### src/include/spp_pkg.sv
package spp_pkg;
    // ------------------------------------------------------------
    // Register map (byte addresses)
    // ------------------------------------------------------------
    localparam logic [4:0] SPP_CTRL_OFS = 5'h00;
    localparam logic [4:0] SPP_STAT_OFS = 5'h04;
    localparam logic [4:0] SPP_DATA_OFS = 5'h08;
    localparam logic [4:0] SPP_IST_OFS = 5'h0c;
    localparam logic [4:0] SPP_IMSK_OFS = 5'h10;
    // ------------------------------------------------------------
    // Field positions
    // ------------------------------------------------------------
    localparam int SPP_CTL_IE = 7;
    localparam int SPP_CTL_EN = 6;
    localparam int SPP_CTL_MSTR = 4;
    localparam int SPP_CTL_POL = 3;
    localparam int SPP_CTL_PHA = 2;
    localparam int SPP_CTL_RHI = 1;
    localparam int SPP_CTL_RLO = 0;
    localparam int SPP_ST_DONE = 7;
    localparam int SPP_ST_WRITE_COLLISION_FLAG = 6;
    localparam int SPP_ST_DBL = 0;
    localparam int SPP_EV_DONE = 0;
    localparam int SPP_EV_WRITE_COLLISION_FLAG = 1;
    localparam int SPP_EV_MODF = 2;
    // ------------------------------------------------------------
    // Reset values
    // ------------------------------------------------------------
    localparam logic [7:0] SPP_CTRL_RST = 8'h00;
    localparam logic SPP_DBL_RST = 1'b0;
    localparam logic [2:0] SPP_IMSK_RST = 3'h0;
    // ------------------------------------------------------------
    // SCK half periods in core clocks (divisor / 2)
    // ------------------------------------------------------------
    localparam logic [6:0] SPP_HALF_N0 = 7'h02;
    localparam logic [6:0] SPP_HALF_N1 = 7'h08;
    localparam logic [6:0] SPP_HALF_N2 = 7'h20;
    localparam logic [6:0] SPP_HALF_N3 = 7'h40;
    localparam logic [6:0] SPP_HALF_D0 = 7'h01;
    localparam logic [6:0] SPP_HALF_D1 = 7'h04;
    localparam logic [6:0] SPP_HALF_D2 = 7'h10;
    localparam logic [6:0] SPP_HALF_D3 = 7'h20;
    localparam logic [4:0] SPP_LAST_EDGE = 5'h0f;
    typedef enum logic [1:0] {
        SPP_IDLE = 2'b01,
        SPP_SHIFT = 2'b10
    } spp_state_t;
endpackage

### src/core/spp_ctrl.sv
`timescale 1ns/1ps
// Contract
// - Phase bit 0 samples on the leading SCK edge and sets up on the trailing one; 1 the reverse.
// - The rate bits shape SCK only in master mode and do nothing in slave mode.
// - Master SCK is fosc/4,/16,/64,/128 for codes 0..3, or /2,/8,/32,/64 at double speed.
// - The transfer-done flag sets as soon as a byte transfer completes.
// - An interrupt is requested while done is set, its enable is one and global enable is on.
// - In master mode a low SS input sets the transfer-done flag.
// - Executing the matching interrupt vector clears the transfer-done flag.
// - A status read that showed done set, then any data access, clears done.
// - Writing the data register during a transfer sets the write-collision flag.
// - A status read that showed collision set, then a data access, clears both flags.
module spp_ctrl
(
    // Clock and reset
    input wire logic core_clk,
    input wire logic nrst,
    // Avalon-MM slave
    input wire logic [4:0] avs_address,
    input wire logic avs_read,
    input wire logic avs_write,
    input wire logic [31:0] avs_writedata,
    input wire logic [3:0] avs_byteenable,
    output logic [31:0] avs_readdata,
    output logic avs_waitrequest,
    // Interrupt
    input wire logic global_irq_en,
    input wire logic vector_ack,
    output logic irq,
    // Serial pins
    output logic sck_o,
    output logic sck_oe,
    output logic mosi_o,
    output logic mosi_oe,
    input wire logic miso_i,
    input wire logic ss_n
);
    import spp_pkg::*;

    // ------------------------------------------------------------
    // Decoding helpers
    // ------------------------------------------------------------
    function automatic logic hit(input logic [4:0] adr, input logic [4:0] ofs);
        hit = (adr == ofs);
    endfunction

    function automatic logic [6:0] half_of(input logic [1:0] rate, input logic dbl);
        logic [6:0] h;
        h = SPP_HALF_N0;
        case ({dbl, rate})
            3'h0: h = SPP_HALF_N0;
            3'h1: h = SPP_HALF_N1;
            3'h2: h = SPP_HALF_N2;
            3'h3: h = SPP_HALF_N3;
            3'h4: h = SPP_HALF_D0;
            3'h5: h = SPP_HALF_D1;
            3'h6: h = SPP_HALF_D2;
            default: h = SPP_HALF_D3;
        endcase
        half_of = h;
    endfunction

    // ------------------------------------------------------------
    // State
    // ------------------------------------------------------------
    spp_state_t state, next_state;
    logic [7:0] ctrl, next_ctrl;
    logic dbl, next_dbl;
    logic done, next_done;
    logic write_collision_flag, next_write_collision_flag;
    logic arm_done, next_arm_done;
    logic arm_write_collision_flag, next_arm_write_collision_flag;
    logic [2:0] ist, next_ist;
    logic [2:0] imsk, next_imsk;
    logic [6:0] cnt, next_cnt;
    logic [4:0] edge_n, next_edge_n;
    logic sck_ph, next_sck_ph;
    logic [7:0] tx, next_tx;
    logic [7:0] rx, next_rx;
    logic [7:0] rxbuf, next_rxbuf;
    logic next_mosi;
    logic next_sck;
    logic next_oe;
    logic next_irq;
    logic [31:0] next_rdata;
    logic next_wait;
    logic rd, wr, data_acc, busy, start, collide, modf, tick, last, sample;
    logic [6:0] half;
    // Access takes effect only at the edge where waitrequest is low
    assign rd = avs_read & ~avs_waitrequest;
    assign wr = avs_write & ~avs_waitrequest & avs_byteenable[0];
    assign data_acc = (rd | (avs_write & ~avs_waitrequest)) & hit(avs_address, SPP_DATA_OFS);
    assign busy = (state == SPP_SHIFT);
    assign start = wr & hit(avs_address, SPP_DATA_OFS) & ~busy
                 & ctrl[SPP_CTL_EN] & ctrl[SPP_CTL_MSTR];
    assign collide = wr & hit(avs_address, SPP_DATA_OFS) & busy;
    assign modf = ctrl[SPP_CTL_EN] & ctrl[SPP_CTL_MSTR] & ~ss_n;
    assign half = half_of(ctrl[SPP_CTL_RHI:SPP_CTL_RLO], dbl);
    assign tick = busy & (cnt == 7'h00);
    assign last = tick & (edge_n == SPP_LAST_EDGE);
    // Even edge numbers are leading edges
    assign sample = ~edge_n[0] ^ ctrl[SPP_CTL_PHA];

    // ------------------------------------------------------------
    // Next-state logic
    // ------------------------------------------------------------
    always_comb
    begin
        next_state = state;
        next_ctrl = ctrl;
        next_dbl = dbl;
        next_done = done;
        next_write_collision_flag = write_collision_flag;
        next_arm_done = arm_done;
        next_arm_write_collision_flag = arm_write_collision_flag;
        next_imsk = imsk;
        next_cnt = cnt;
        next_edge_n = edge_n;
        next_sck_ph = sck_ph;
        next_tx = tx;
        next_rx = rx;
        next_rxbuf = rxbuf;
        next_mosi = mosi_o;
        next_rdata = 32'h0000_0000;

        if (wr && hit(avs_address, SPP_CTRL_OFS))
            next_ctrl = avs_writedata[7:0];
        if (wr && hit(avs_address, SPP_STAT_OFS))
            next_dbl = avs_writedata[SPP_ST_DBL];
        if (wr && hit(avs_address, SPP_IMSK_OFS))
            next_imsk = avs_writedata[2:0];

        // Shift engine: one tick per SCK half period
        if (busy)
        begin
            next_cnt = tick ? half - 7'h01 : cnt - 7'h01;
            if (tick)
            begin
                next_sck_ph = ~sck_ph;
                next_edge_n = edge_n + 5'h01;
                if (sample)
                begin
                    next_rx = {rx[6:0], miso_i};
                end
                else
                begin
                    next_mosi = tx[7];
                    next_tx = {tx[6:0], 1'b0};
                end
                if (last)
                begin
                    next_state = SPP_IDLE;
                    next_rxbuf = next_rx;
                end
            end
        end
        else if (start)
        begin
            next_state = SPP_SHIFT;
            next_cnt = half - 7'h01;
            next_edge_n = 5'h00;
            next_sck_ph = 1'b0;
            next_rx = 8'h00;
            // Phase 0 must present bit 7 before the first edge
            if (ctrl[SPP_CTL_PHA])
            begin
                next_tx = avs_writedata[7:0];
            end
            else
            begin
                next_mosi = avs_writedata[7];
                next_tx = {avs_writedata[6:0], 1'b0};
            end
        end
        // A foreign master pulls SS low: drop to slave and abort the byte
        if (modf)
        begin
            next_ctrl[SPP_CTL_MSTR] = 1'b0;
            next_state = SPP_IDLE;
            next_sck_ph = 1'b0;
        end

        // Arm the clear sequence with what the status read returned
        if (rd && hit(avs_address, SPP_STAT_OFS))
        begin
            next_arm_done = avs_readdata[SPP_ST_DONE];
            next_arm_write_collision_flag = avs_readdata[SPP_ST_WRITE_COLLISION_FLAG];
        end
        if (data_acc)
        begin
            next_arm_done = 1'b0;
            next_arm_write_collision_flag = 1'b0;
            if (arm_done || arm_write_collision_flag)
                next_done = 1'b0;
            if (arm_write_collision_flag)
                next_write_collision_flag = 1'b0;
        end
        if (vector_ack)
            next_done = 1'b0;
        // Setting wins over any clear in the same cycle
        if (last || modf)
            next_done = 1'b1;
        if (collide)
            next_write_collision_flag = 1'b1;
        next_ist = ist;
        if (wr && hit(avs_address, SPP_IST_OFS))
            next_ist = ist & ~avs_writedata[2:0];
        next_ist[SPP_EV_DONE] = next_ist[SPP_EV_DONE] | last;
        next_ist[SPP_EV_WRITE_COLLISION_FLAG] = next_ist[SPP_EV_WRITE_COLLISION_FLAG] | collide;
        next_ist[SPP_EV_MODF] = next_ist[SPP_EV_MODF] | modf;
        // Read data is launched while waitrequest is still high
        if (avs_read && avs_waitrequest)
        begin
            case (avs_address)
                SPP_CTRL_OFS: next_rdata[7:0] = ctrl;
                SPP_STAT_OFS:
                begin
                    next_rdata[SPP_ST_DONE] = done;
                    next_rdata[SPP_ST_WRITE_COLLISION_FLAG] = write_collision_flag;
                    next_rdata[SPP_ST_DBL] = dbl;
                end
                SPP_DATA_OFS: next_rdata[7:0] = rxbuf;
                SPP_IST_OFS: next_rdata[2:0] = ist;
                SPP_IMSK_OFS: next_rdata[2:0] = imsk;
                default: next_rdata = 32'h0000_0000;
            endcase
        end
        next_wait = ~((avs_read | avs_write) & avs_waitrequest);
        next_irq = global_irq_en
                 & ((done & ctrl[SPP_CTL_IE]) | (|(ist & imsk)));
        // Slave never drives SCK, so the rate bits cannot reach the pin
        next_oe = next_ctrl[SPP_CTL_EN] & next_ctrl[SPP_CTL_MSTR];
        next_sck = next_ctrl[SPP_CTL_POL] ^ next_sck_ph;
    end

    // ------------------------------------------------------------
    // Registers
    // ------------------------------------------------------------
    always_ff @(posedge core_clk)
    begin
        if (!nrst)
        begin
            state <= SPP_IDLE;
            ctrl <= SPP_CTRL_RST;
            dbl <= SPP_DBL_RST;
            done <= 1'b0;
            write_collision_flag <= 1'b0;
            arm_done <= 1'b0;
            arm_write_collision_flag <= 1'b0;
            ist <= 3'h0;
            imsk <= SPP_IMSK_RST;
            cnt <= 7'h00;
            edge_n <= 5'h00;
            sck_ph <= 1'b0;
            tx <= 8'h00;
            rx <= 8'h00;
            rxbuf <= 8'h00;
            mosi_o <= 1'b0;
            sck_o <= 1'b0;
            sck_oe <= 1'b0;
            mosi_oe <= 1'b0;
            irq <= 1'b0;
            avs_readdata <= 32'h0000_0000;
            avs_waitrequest <= 1'b1;
        end
        else
        begin
            state <= next_state;
            ctrl <= next_ctrl;
            dbl <= next_dbl;
            done <= next_done;
            write_collision_flag <= next_write_collision_flag;
            arm_done <= next_arm_done;
            arm_write_collision_flag <= next_arm_write_collision_flag;
            ist <= next_ist;
            imsk <= next_imsk;
            cnt <= next_cnt;
            edge_n <= next_edge_n;
            sck_ph <= next_sck_ph;
            tx <= next_tx;
            rx <= next_rx;
            rxbuf <= next_rxbuf;
            mosi_o <= next_mosi;
            sck_o <= next_sck;
            sck_oe <= next_oe;
            mosi_oe <= next_oe;
            irq <= next_irq;
            avs_readdata <= next_rdata;
            avs_waitrequest <= next_wait;
        end
    end
endmodule

### config.mk
export PLATFORM = sky130hd
export DESIGN_NAME = spp_ctrl
export DESIGN_NICKNAME = d
export VERILOG_FILES = /design/src/include/spp_pkg.sv /design/src/core/spp_ctrl.sv
export SDC_FILE = /design/constraint.sdc
export NUM_CORES = 1
export LEC_CHECK = 0
export CAP_MARGIN = 20
export CORE_ASPECT_RATIO = 0.75
export CORE_MARGIN = 4
export CORE_UTILIZATION = 63
export DETAILED_ROUTE_END_ITERATION = 10
export DONT_BUFFER_PORTS = 1
export HOLD_SLACK_MARGIN = 0.1
export PLACE_DENSITY_LB_ADDON = 0.2
export SLEW_MARGIN = 20
export SYNTH_ARGS = -nofsm -noshare
export SYNTH_HDL_FRONTEND = slang
export SYNTH_SLANG_ARGS = --single-unit
### constraint.sdc
create_clock -name core_clk -period 2.2 [get_ports core_clk]
set_input_delay 0.22 -clock core_clk [delete_from_list [all_inputs] [get_ports core_clk]]
set_output_delay 0.22 -clock core_clk [all_outputs]
set_load 0.03 [all_outputs]
Word level (Yosys, flattened, before mapping)
Index checks and enable logic that the tools add are counted.
- register bits: 95
- input port bits: 49
- output and inout bits: 38
- word-level logic and storage cells: 146
- $add $sub $neg: 3
- equality and inequality tests: 15
- mux-type cells: 43
- bitwise operators: 35
- reduce and logical (&&, ||, !) cells: 27
- operators by type and width (kind ; number):
    8-bit two-way mux ; 9
    7-bit case mux with 6 select lines ; 1
    7-bit two-way mux ; 4
    1-bit bitwise AND ; 17
    1-bit two-way mux ; 17
    5-bit by 4-bit equality test with 1-bit output, second input constant ; 3
    5-bit two-way mux ; 3
    7-bit by 1-bit subtractor with 7-bit output, second input constant ; 2
    3-bit equality test, second input constant ; 3
    3-bit AND reduction ; 3
    2-bit two-way mux ; 4
    2-bit case mux with 4 select lines ; 1
    2-bit AND reduction ; 4
    7-bit logical NOT ; 1
    1-bit inverter ; 7
    3-bit bitwise AND ; 2
    1-bit logical AND ; 6
    2-bit by 1-bit != test with 1-bit output, second input constant ; 3
    1-bit bitwise OR ; 6
    2-bit case mux with 3 select lines ; 1
    3-bit case mux with 2 select lines ; 1
    2-bit nonzero test ; 3
    3-bit nonzero test ; 2
    5-bit by 1-bit adder with 5-bit output, second input constant ; 1
    other kinds (16) ; 19

Longest topological paths before layout
Gate-level depths: netlist (run 1).
- word-level depth: 11
- mapped depth: 9
- gate-level depth less buffers: 8

Worst setup path before layout (run 1)
Ideal clock, no wire load.
- kind: register -> register
- start: reg cnt[0]
- end: reg mosi_o
- setup time: 0.116 ns
- data arrival time: 1.739 ns
- data required time: 2.084 ns
- setup slack: 0.345 ns
- cell stages (with the launch flop): 10
- buffers on the path: 2
- clock period less this slack: 1.855 ns
- path through: dfxtp_1 inv_1 ha_1 nor4b_4 and3_1 buf_4 o2bb2ai_2 buf_6 o21ai_0 and3b_1
- longest elaborated chain between the ends: 4
- ends and longest elaborated chain (item ; RTL line ; RTL):
    start, declared ; spp_ctrl.sv:75 ; logic [6:0] cnt, next_cnt;
    start signal, assigned ; spp_ctrl.sv:277 ; cnt <= next_cnt;
    7-bit logical NOT ; spp_ctrl.sv:99 ; assign tick = busy & (cnt == 7'h00);
    1-bit bitwise AND ; spp_ctrl.sv:99 ;
    2-bit by 1-bit != test with 1-bit output (no line) ; -- ;
    4-bit AND reduction (no line) ; -- ;
    end signal, assigned ; spp_ctrl.sv:283 ; mosi_o <= next_mosi;
    end, declared ; spp_ctrl.sv:33 ; output logic mosi_o,
No other way between the ends.
A chain may end at the register's enable or synchronous reset.

Worst setup path in the final report (run 1)
- start: reg cnt[0]
- end: reg tx[1]
- longest elaborated chain between the ends: 4
- ends and longest elaborated chain (item ; RTL line ; RTL):
    7-bit logical NOT ; spp_ctrl.sv:99 ;
    1-bit bitwise AND ; spp_ctrl.sv:99 ;
    2-bit by 1-bit != test with 1-bit output (no line) ; -- ;
    3-bit AND reduction (no line) ; -- ;
    end signal, assigned ; spp_ctrl.sv:280 ; tx <= next_tx;
    end, declared ; spp_ctrl.sv:78 ; logic [7:0] tx, next_tx;
No other way between the ends.

==> results of run 1 <==
final cells by class:
class                      count  area share
timing repair buffer          32      0.0773
tap                           75      0.0232
multi-input combinational    305       0.501
inverter                       7     0.00650
clock inverter                 3     0.00526
clock buffer                  11      0.0350
sequential                    71       0.351
power breakdown:
part / internal [µW] / total, µW / switching [µW] / leakage, µW
registers: 1290 / 1290 / 0.989 / 0.000572
clock network: 427 / 895 / 467 / 0.0000813
logic: 46.1 / 152 / 106 / 0.000969
total: 1760 / 2330 / 574 / 0.00162
critical path: cells and delay by family (launching register included):
family	cells	cell delay, ns
AOI/OAI and AO/OA	1	0.26
adders and majority gates	1	0.25
buffers and inverters	2	0.28
DFF	1	0.33
muxes	1	0.20
and+or+nand+nor	3	0.63
flip-flops by register name (all words and copies together), names as in the netlist, 2 cells and up:
name and cells:
tx 8, state 2, edge_n 5, ist 3
avs_readdata 8, rx 8, cnt 7, ctrl 8
imsk 3, rxbuf 8
cell usage in the layout, fill, tap and decap left out, types with 2 or more instances in the layout:
master / n
sky130_fd_sc_hd__dfxtp_1: 71
sky130_fd_sc_hd__nand2_1: 46
sky130_fd_sc_hd__mux2i_1: 41
sky130_fd_sc_hd__nor2_1: 28
sky130_fd_sc_hd__nor2b_1: 24
sky130_fd_sc_hd__conb_1: 24
sky130_fd_sc_hd__buf_4: 15
sky130_fd_sc_hd__o21ai_0: 14
sky130_fd_sc_hd__a21oi_1: 14
sky130_fd_sc_hd__dlygate4sd3_1: 14
sky130_fd_sc_hd__nand2b_1: 10
sky130_fd_sc_hd__a22oi_1: 10
sky130_fd_sc_hd__clkbuf_8: 10
sky130_fd_sc_hd__o32ai_1: 8
sky130_fd_sc_hd__o211a_1: 8
sky130_fd_sc_hd__inv_1: 7
sky130_fd_sc_hd__nand3_1: 7
sky130_fd_sc_hd__nor3_1: 6
sky130_fd_sc_hd__nand4_1: 5
sky130_fd_sc_hd__and3_1: 4
sky130_fd_sc_hd__a21boi_0: 4
sky130_fd_sc_hd__o21a_1: 4
sky130_fd_sc_hd__o211ai_1: 4
sky130_fd_sc_hd__ha_1: 4
sky130_fd_sc_hd__nand3b_1: 3
sky130_fd_sc_hd__a211oi_1: 3
sky130_fd_sc_hd__a31oi_1: 3
sky130_fd_sc_hd__buf_12: 3
sky130_fd_sc_hd__or3_1: 2
sky130_fd_sc_hd__and2_1: 2
sky130_fd_sc_hd__and3b_1: 2
sky130_fd_sc_hd__xnor2_1: 2
sky130_fd_sc_hd__xor2_1: 2
sky130_fd_sc_hd__nor3b_1: 2
Yosys cell counts, types with 2 or more instances:
master | instances | share of area
sky130_fd_sc_hd__a211oi_1 | 3 | 0.0061
sky130_fd_sc_hd__a21boi_0 | 4 | 0.0081
sky130_fd_sc_hd__a21oi_1 | 14 | 0.019
sky130_fd_sc_hd__a22oi_1 | 10 | 0.020
sky130_fd_sc_hd__a31oi_1 | 3 | 0.0051
sky130_fd_sc_hd__and2_1 | 2 | 0.0034
sky130_fd_sc_hd__and3_1 | 5 | 0.0085
sky130_fd_sc_hd__and3b_1 | 2 | 0.0047
sky130_fd_sc_hd__buf_2 | 5 | 0.0068
sky130_fd_sc_hd__buf_4 | 26 | 0.053
sky130_fd_sc_hd__buf_6 | 2 | 0.0061
sky130_fd_sc_hd__clkbuf_1 | 13 | 0.013
sky130_fd_sc_hd__clkbuf_2 | 2 | 0.0027
sky130_fd_sc_hd__dfxtp_1 | 71 | 0.39
sky130_fd_sc_hd__ha_1 | 4 | 0.014
sky130_fd_sc_hd__inv_1 | 7 | 0.0071
sky130_fd_sc_hd__mux2i_1 | 41 | 0.11
sky130_fd_sc_hd__nand2_1 | 46 | 0.047
sky130_fd_sc_hd__nand2b_1 | 10 | 0.017
sky130_fd_sc_hd__nand3_1 | 7 | 0.0095
sky130_fd_sc_hd__nand3b_1 | 3 | 0.0061
sky130_fd_sc_hd__nand4_1 | 5 | 0.0085
sky130_fd_sc_hd__nor2_1 | 28 | 0.028
sky130_fd_sc_hd__nor2b_1 | 24 | 0.041
sky130_fd_sc_hd__nor3_1 | 6 | 0.0081
sky130_fd_sc_hd__nor3b_1 | 2 | 0.0041
sky130_fd_sc_hd__o211a_1 | 8 | 0.022
sky130_fd_sc_hd__o211ai_1 | 4 | 0.0081
sky130_fd_sc_hd__o21a_1 | 4 | 0.0081
sky130_fd_sc_hd__o21ai_0 | 14 | 0.019
sky130_fd_sc_hd__o32ai_1 | 8 | 0.019
sky130_fd_sc_hd__or3_1 | 2 | 0.0034
sky130_fd_sc_hd__xnor2_1 | 2 | 0.0047
sky130_fd_sc_hd__xor2_1 | 2 | 0.0047
through the flow:
stage	worst slack [ns]	cell area, µm²	util	power, µW
after detailed placement	0.0509	3710	0.676	1420
after floorplan	0.345	3780	-	1470
after global placement	0.128	3710	0.676	1420
final	0.159	4050	0.736	2330
after CTS	0.0356	4040	0.734	2340
after global routing	0.0303	4050	0.736	2420
metal layers:
| metal | part of all wire | vias up | wire, µm |
|---|---|---|---|
| met1 | 0.44 | 1391 | 3690 |
| met3 | 0.091 | 19 | 762 |
| met4 | 0.024 | 0 | 202 |
| li1 | - | 1432 | - |
| met2 | 0.44 | 123 | 3710 |
| met5 | 0 | - | 0 |
cell families (layout without fill, tap and decap cells):
logic type / after synthesis / in the layout
buffers and inverters: 55 / 53
AND/OR/NAND/NOR: 147 / 147
other: 1 / 24
AO/OA/AOI/OAI: 84 / 84
adder cells (fa/ha/maj): 4 / 4
flip-flops: 71 / 71
multiplexers: 41 / 41
XOR/XNOR: 5 / 5
worst max-delay path by stage:
stage | slack [ns] | from | endpoint | cells past startpoint
floorplan | 0.35 | cnt[0] | mosi_o | 9
global placement | 0.13 | cnt[0] | tx[4] | 8
detailed placement | 0.05 | cnt[0] | tx[1] | 8
CTS | 0.04 | cnt[0] | tx[1] | 8
global route | 0.03 | cnt[0] | tx[4] | 8
finish | 0.16 | cnt[0] | tx[1] | 8
what timing repair did:
item | 4_1_cts | 5_1_grt
setup endpoints to repair | 0 | 13
setup buffers | 0 | 1
gates resized for setup | 0 | 1
endpoints found under the hold margin | 63 | 0
hold buffers | 15 | 0
==> results.sh, run 1 <==
export IMPL_synth_mux_area_frac=0.111
export IMPL_initial_core_util=0.671
export IMPL_syn_inst=408
export IMPL_max_cap_violations=0
export IMPL_fp_dieArea_um2=7160
export IMPL_simple_gate_area_share_of_the_yosys_netlist=0.213
export IMPL_drt_first_pass_iters=5
export IMPL_crit_path_end_kind="flop"
export IMPL_remaining_drc_errors=0
export IMPL_finalHoldViolCount=0
export IMPL_place_gp_congestion=0.851
export IMPL_critical_path_required_ns=2.44
export IMPL_combinational_family_with_the_most_area_after_synthesis="simple AND/OR/NAND/NOR gates"
export IMPL_htree_levels=3
export IMPL_synth_seq_cells=71
export IMPL_nNetsFinal=479
export IMPL_final_period_minus_worst_setup_slack_ns=2.04
export IMPL_worst_skew_pair_latency_ns=0.35
export IMPL_yosysUniqueCellTypes=53
export IMPL_ff_latch_area_um2=1420
export IMPL_synth_main_ff_cell="sky130_fd_sc_hd__dfxtp_1"
export IMPL_critPathMaxFanout=6
export IMPL_grt_max_degree=59
export IMPL_dr_total_vias=2965
export IMPL_reg2regPathDepth=8
export IMPL_min_period_over_period=0.928
export IMPL_tritoncts_num_sinks=71
export IMPL_hold_path_depth=3
export IMPL_io_buffer_count=0
export IMPL_clk_pin_slew_ns=0.07
export IMPL_final_fill_count=407
export IMPL_most_utilized_layer_in_the_global_route_result="met2"
export IMPL_synth_async_reset_ratio=0
export IMPL_vdd_ir_drop_worst_uv=458
export IMPL_finalSetupViolCount=0
export IMPL_initialDrtViolationCount=243
export IMPL_synth_adder_area_share=0.0136
export IMPL_synthesis_area_per_instance_um2=9.04
export IMPL_power_density_nw_per_um2=577
export IMPL_ys_warn_count=0
export IMPL_coreArea_um2=5500
export IMPL_hold_worst_slack_ns=0.113
export IMPL_status="completed"
export IMPL_grt_use_total=0.251
export IMPL_timing_final_max_slew_violations=0
export IMPL_synth_xor_area_frac=0.0170
export IMPL_max_slew_margin_rel=0.624
export IMPL_critical_path_reg2reg_startpoint="cnt[0]"
export IMPL_reg2reg_to="tx[1]"
export IMPL_finalSetupTns_ns=0
export IMPL_post_layout_nonfiller_instances=504
export IMPL_cp_cell_sequence="inv_1 -> ha_1 -> nor4b_4 -> and3_2 -> o2bb2ai_2 -> buf_12 -> mux2i_1 -> nor2b_1"
export IMPL_floorplan_io_pins=87
export IMPL_routed_len_inst_um=16.6
export IMPL_peak_freq_mhz=490
export IMPL_hold_path_class="in2reg"
export IMPL_worst_hold_startpoint="vector_ack"
export IMPL_timing_clock_skew_ns=0.0119
export IMPL_cts_inserted_buffers=9
export IMPL_post_drt_via_cell_ratio=5.88
export IMPL_clock_root_buffer="sky130_fd_sc_hd__clkbuf_8"
export IMPL_tightestPinTransition_ns=0.563
export IMPL_detail_route_wirelength_um=8370
export IMPL_grtUsageMet1=0.336
export IMPL_rsz0062_at_grt="no"
export IMPL_cts_buffer_depth=2
export IMPL_global_route_overflow_total=0
export IMPL_crit_path_max_incr_delay_ns=0.33
export IMPL_rows=23
export IMPL_numPlacedInstances=474
export IMPL_compound_gate_fraction_of_synth_area=0.170
export IMPL_cp_slowest_cell="sky130_fd_sc_hd__dfxtp_1"
export IMPL_antenna_found_initial=0
export IMPL_crit_type="reg2reg"
export IMPL_layout_area_overhead_vs_synth_pct=9.63
export IMPL_met2_usage=0.377
export IMPL_drive_above_1_share=0.100
export IMPL_p_leak_uw=0.00162
export IMPL_first_global_vias=2748
export IMPL_ant_nets=0
export IMPL_die_x_um=96.4
export IMPL_regToRegSetupSlack_ns=0.16
export IMPL_netlist_area_um2=3690
export IMPL_synth_enable_flop_cells=0
export IMPL_synth_seq_area_share=0.385
export IMPL_global_route_wire_length_before_repair_um=13600
export IMPL_antenna_cells_inserted=0
export IMPL_arrival_ns=2.29
export IMPL_dpl_hpwl_um=5800
export IMPL_startpoint_type="flop"
export IMPL_multiInputGateArea_um2=2030
export IMPL_dieHeight_um=74.3
export IMPL_tritoncts="done"
export IMPL_gr_usage_met3=0.0799
export IMPL_holdPathEnd="done"
No activity file was read; power rests on OpenSTA's default activity.
==> inputs of run 2 (changes only) <==
CORE_MARGIN = 2   (was 4)
==> results.sh, run 2 (synthesized netlist as in run 1, its figures left out) <==
export IMPL_tritoncts_num_sinks=71
export IMPL_tightestPinTransition_ns=0.576
export IMPL_vdd_ir_drop_worst_uv=385
export IMPL_path_buf_inv=2
export IMPL_finalHoldViolCount=0
export IMPL_critical_path_required_ns=2.46
export IMPL_antenna_found_initial=0
export IMPL_status="completed"
export IMPL_cp_slowest_cell="sky130_fd_sc_hd__dfxtp_1"
export IMPL_cts_inserted_buffers=9
export IMPL_final_fill_count=451
export IMPL_coreArea_um2=5740
export IMPL_crit_type="reg2reg"
export IMPL_initialDrtViolationCount=198
export IMPL_first_global_vias=2609
export IMPL_clock_root_buffer="sky130_fd_sc_hd__clkbuf_8"
export IMPL_timing_clock_skew_ns=0.0105
export IMPL_critical_path_reg2reg_startpoint="cnt[0]"
export IMPL_cts_buffer_depth=2
export IMPL_worst_skew_pair_latency_ns=0.35
export IMPL_drive_above_1_share=0.0960
export IMPL_remaining_drc_errors=0
export IMPL_layout_cells_most_common="sky130_fd_sc_hd__dfxtp_1"
export IMPL_global_route_overflow_total=0
export IMPL_peak_freq_mhz=495
export IMPL_crit_path_max_incr_delay_ns=0.34
export IMPL_ff_latch_area_um2=1420
export IMPL_fp_dieArea_um2=6490
export IMPL_hold_path_class="in2reg"
export IMPL_ant_nets=0
export IMPL_htree_levels=3
export IMPL_post_cts_repair_setup_buffers=0
export IMPL_rows=24
export IMPL_grt_max_degree=60
export IMPL_regToRegSetupSlack_ns=0.18
export IMPL_critPathMaxFanout=5
export IMPL_crit_path_end_kind="flop"
export IMPL_dpl_hpwl_um=5340
export IMPL_detail_route_wirelength_um=7830
export IMPL_max_cap_violations=0
export IMPL_antenna_cells_inserted=0
export IMPL_clk_pin_slew_ns=0.08
export IMPL_delay_heaviest_family_cp="simple AND/OR/NAND/NOR gates"
export IMPL_final_period_minus_worst_setup_slack_ns=2.02
export IMPL_cp_cell_sequence="inv_1 -> ha_1 -> nor4b_4 -> and3_1 -> buf_4 -> nand2b_1 -> a21oi_1 -> mux2i_1"
export IMPL_max_slew_margin_rel=0.615
export IMPL_crit_end="sck_o"
export IMPL_startpoint_type="flop"
export IMPL_finalSetupViolCount=0
export IMPL_layout_area_overhead_vs_synth_pct=10.0
export IMPL_reg2reg_to="sck_o"
export IMPL_floorplan_io_pins=87
export IMPL_min_period_over_period=0.918
export IMPL_finalWorstSetupSlack_ns=0.180
export IMPL_drt_first_pass_iters=4
export IMPL_die_x_um=92.4
export IMPL_multiInputGateArea_um2=2030
export IMPL_routed_len_inst_um=15.5
export IMPL_dpl_worst_slack_ns=0.225
export IMPL_timing_final_max_slew_violations=0
export IMPL_power_density_nw_per_um2=632
export IMPL_global_route_wire_length_before_repair_um=12800
export IMPL_p_leak_uw=0.00164
export IMPL_dr_total_vias=2869
export IMPL_mostFrequentLayoutCells="71 x sky130_fd_sc_hd__dfxtp_1, 46 x sky130_fd_sc_hd__nand2_1, 41 x sky130_fd_sc_hd__mux2i_1"
export IMPL_io_buffer_count=0
export IMPL_reg2regPathDepth=8
export IMPL_post_drt_via_cell_ratio=5.68
export IMPL_arrival_ns=2.28
export IMPL_grt_use_total=0.252
export IMPL_place_gp_congestion=0.895
export IMPL_tritoncts="done"
export IMPL_dieHeight_um=70.3
export IMPL_rsz0062_at_grt="no"
export IMPL_finalSetupTns_ns=0
export IMPL_initial_core_util=0.643
export IMPL_nNetsFinal=476
export IMPL_critPathLaunch="cnt[0]"
export IMPL_timing_critical_path_depth=8
export IMPL_layout_core_utilization=0.708
run 2: changes by cell type in the layout (fill, tap and decap cells not counted), sizes merged:
cell         before  now
bufinv            0    2
clkinvlp          1    0
buf              18   16
dlygate4sd3      14   13
run 2: timing repair:
item | 4_1_cts | 5_1_grt
hold buffers | 13 | 1
resized for setup | 0 | 0
endpoints found under the hold margin | 62 | 1
run 2: worst min path at each step:
stage                      from         endpoint  slack [ns]  cells after the start
2_1_floorplan          avs_read  avs_waitrequest        0.34                      1
3_3_place_gp               nrst  avs_waitrequest        0.33                      1
3_5_place_dp               nrst  avs_waitrequest        0.35                      1
4_1_cts          avs_address[3]  avs_readdata[1]        0.10                      3
5_1_grt        avs_writedata[2]           ist[2]        0.12                      2
6_report         avs_address[3]  avs_readdata[1]        0.13                      3
run 2: worst register-to-register path: cells and delay by family (launching register included):
family / cells / cell delay, ns
and+or+nand+nor: 3 / 0.59
buffers and inverters: 2 / 0.26
AOI/OAI and AO/OA: 1 / 0.22
muxes: 1 / 0.26
adders and majority gates: 1 / 0.25
DFF: 1 / 0.34
run 2: final cells by class:
type                            count  area share
Sequential cell                    71       0.350
Clock buffer                       11      0.0348
Clock inverter                      4      0.0173
Tap cell                           78      0.0240
Multi-Input combinational cell    305       0.499
Inverter                            7     0.00647
Timing Repair Buffer               29      0.0678
run 2: where the power goes:
group	internal (µW)	switching (µW)	leakage [µW]	total (µW)
logic	45.6	102	0.000956	148
registers	1290	1.21	0.000572	1290
clock network	660	471	0.000109	1130
run 2: layer usage:
metal  global-route usage  vias up  part of all wire  routed length [µm]
met2                0.369       97              0.45                3520
met5                    0        -                 0                   0
met3               0.0734        5             0.065                 506
met4               0.0730        0            0.0041                  32
met1                0.360     1345              0.48                3770
li1                     -     1422                 -                   -
run 2: stage by stage:
stage          hold WS (ns)  instances  power (µW)  area [µm²]
6_report              0.132        505        2570        4060
5_1_grt               0.119        505        2640        4060
4_1_cts               0.104        504        2570        4050
3_5_place_dp          0.347        476        1420        3700
3_3_place_gp          0.325        476        1420        3700
2_1_floorplan         0.336        431        1470        3780
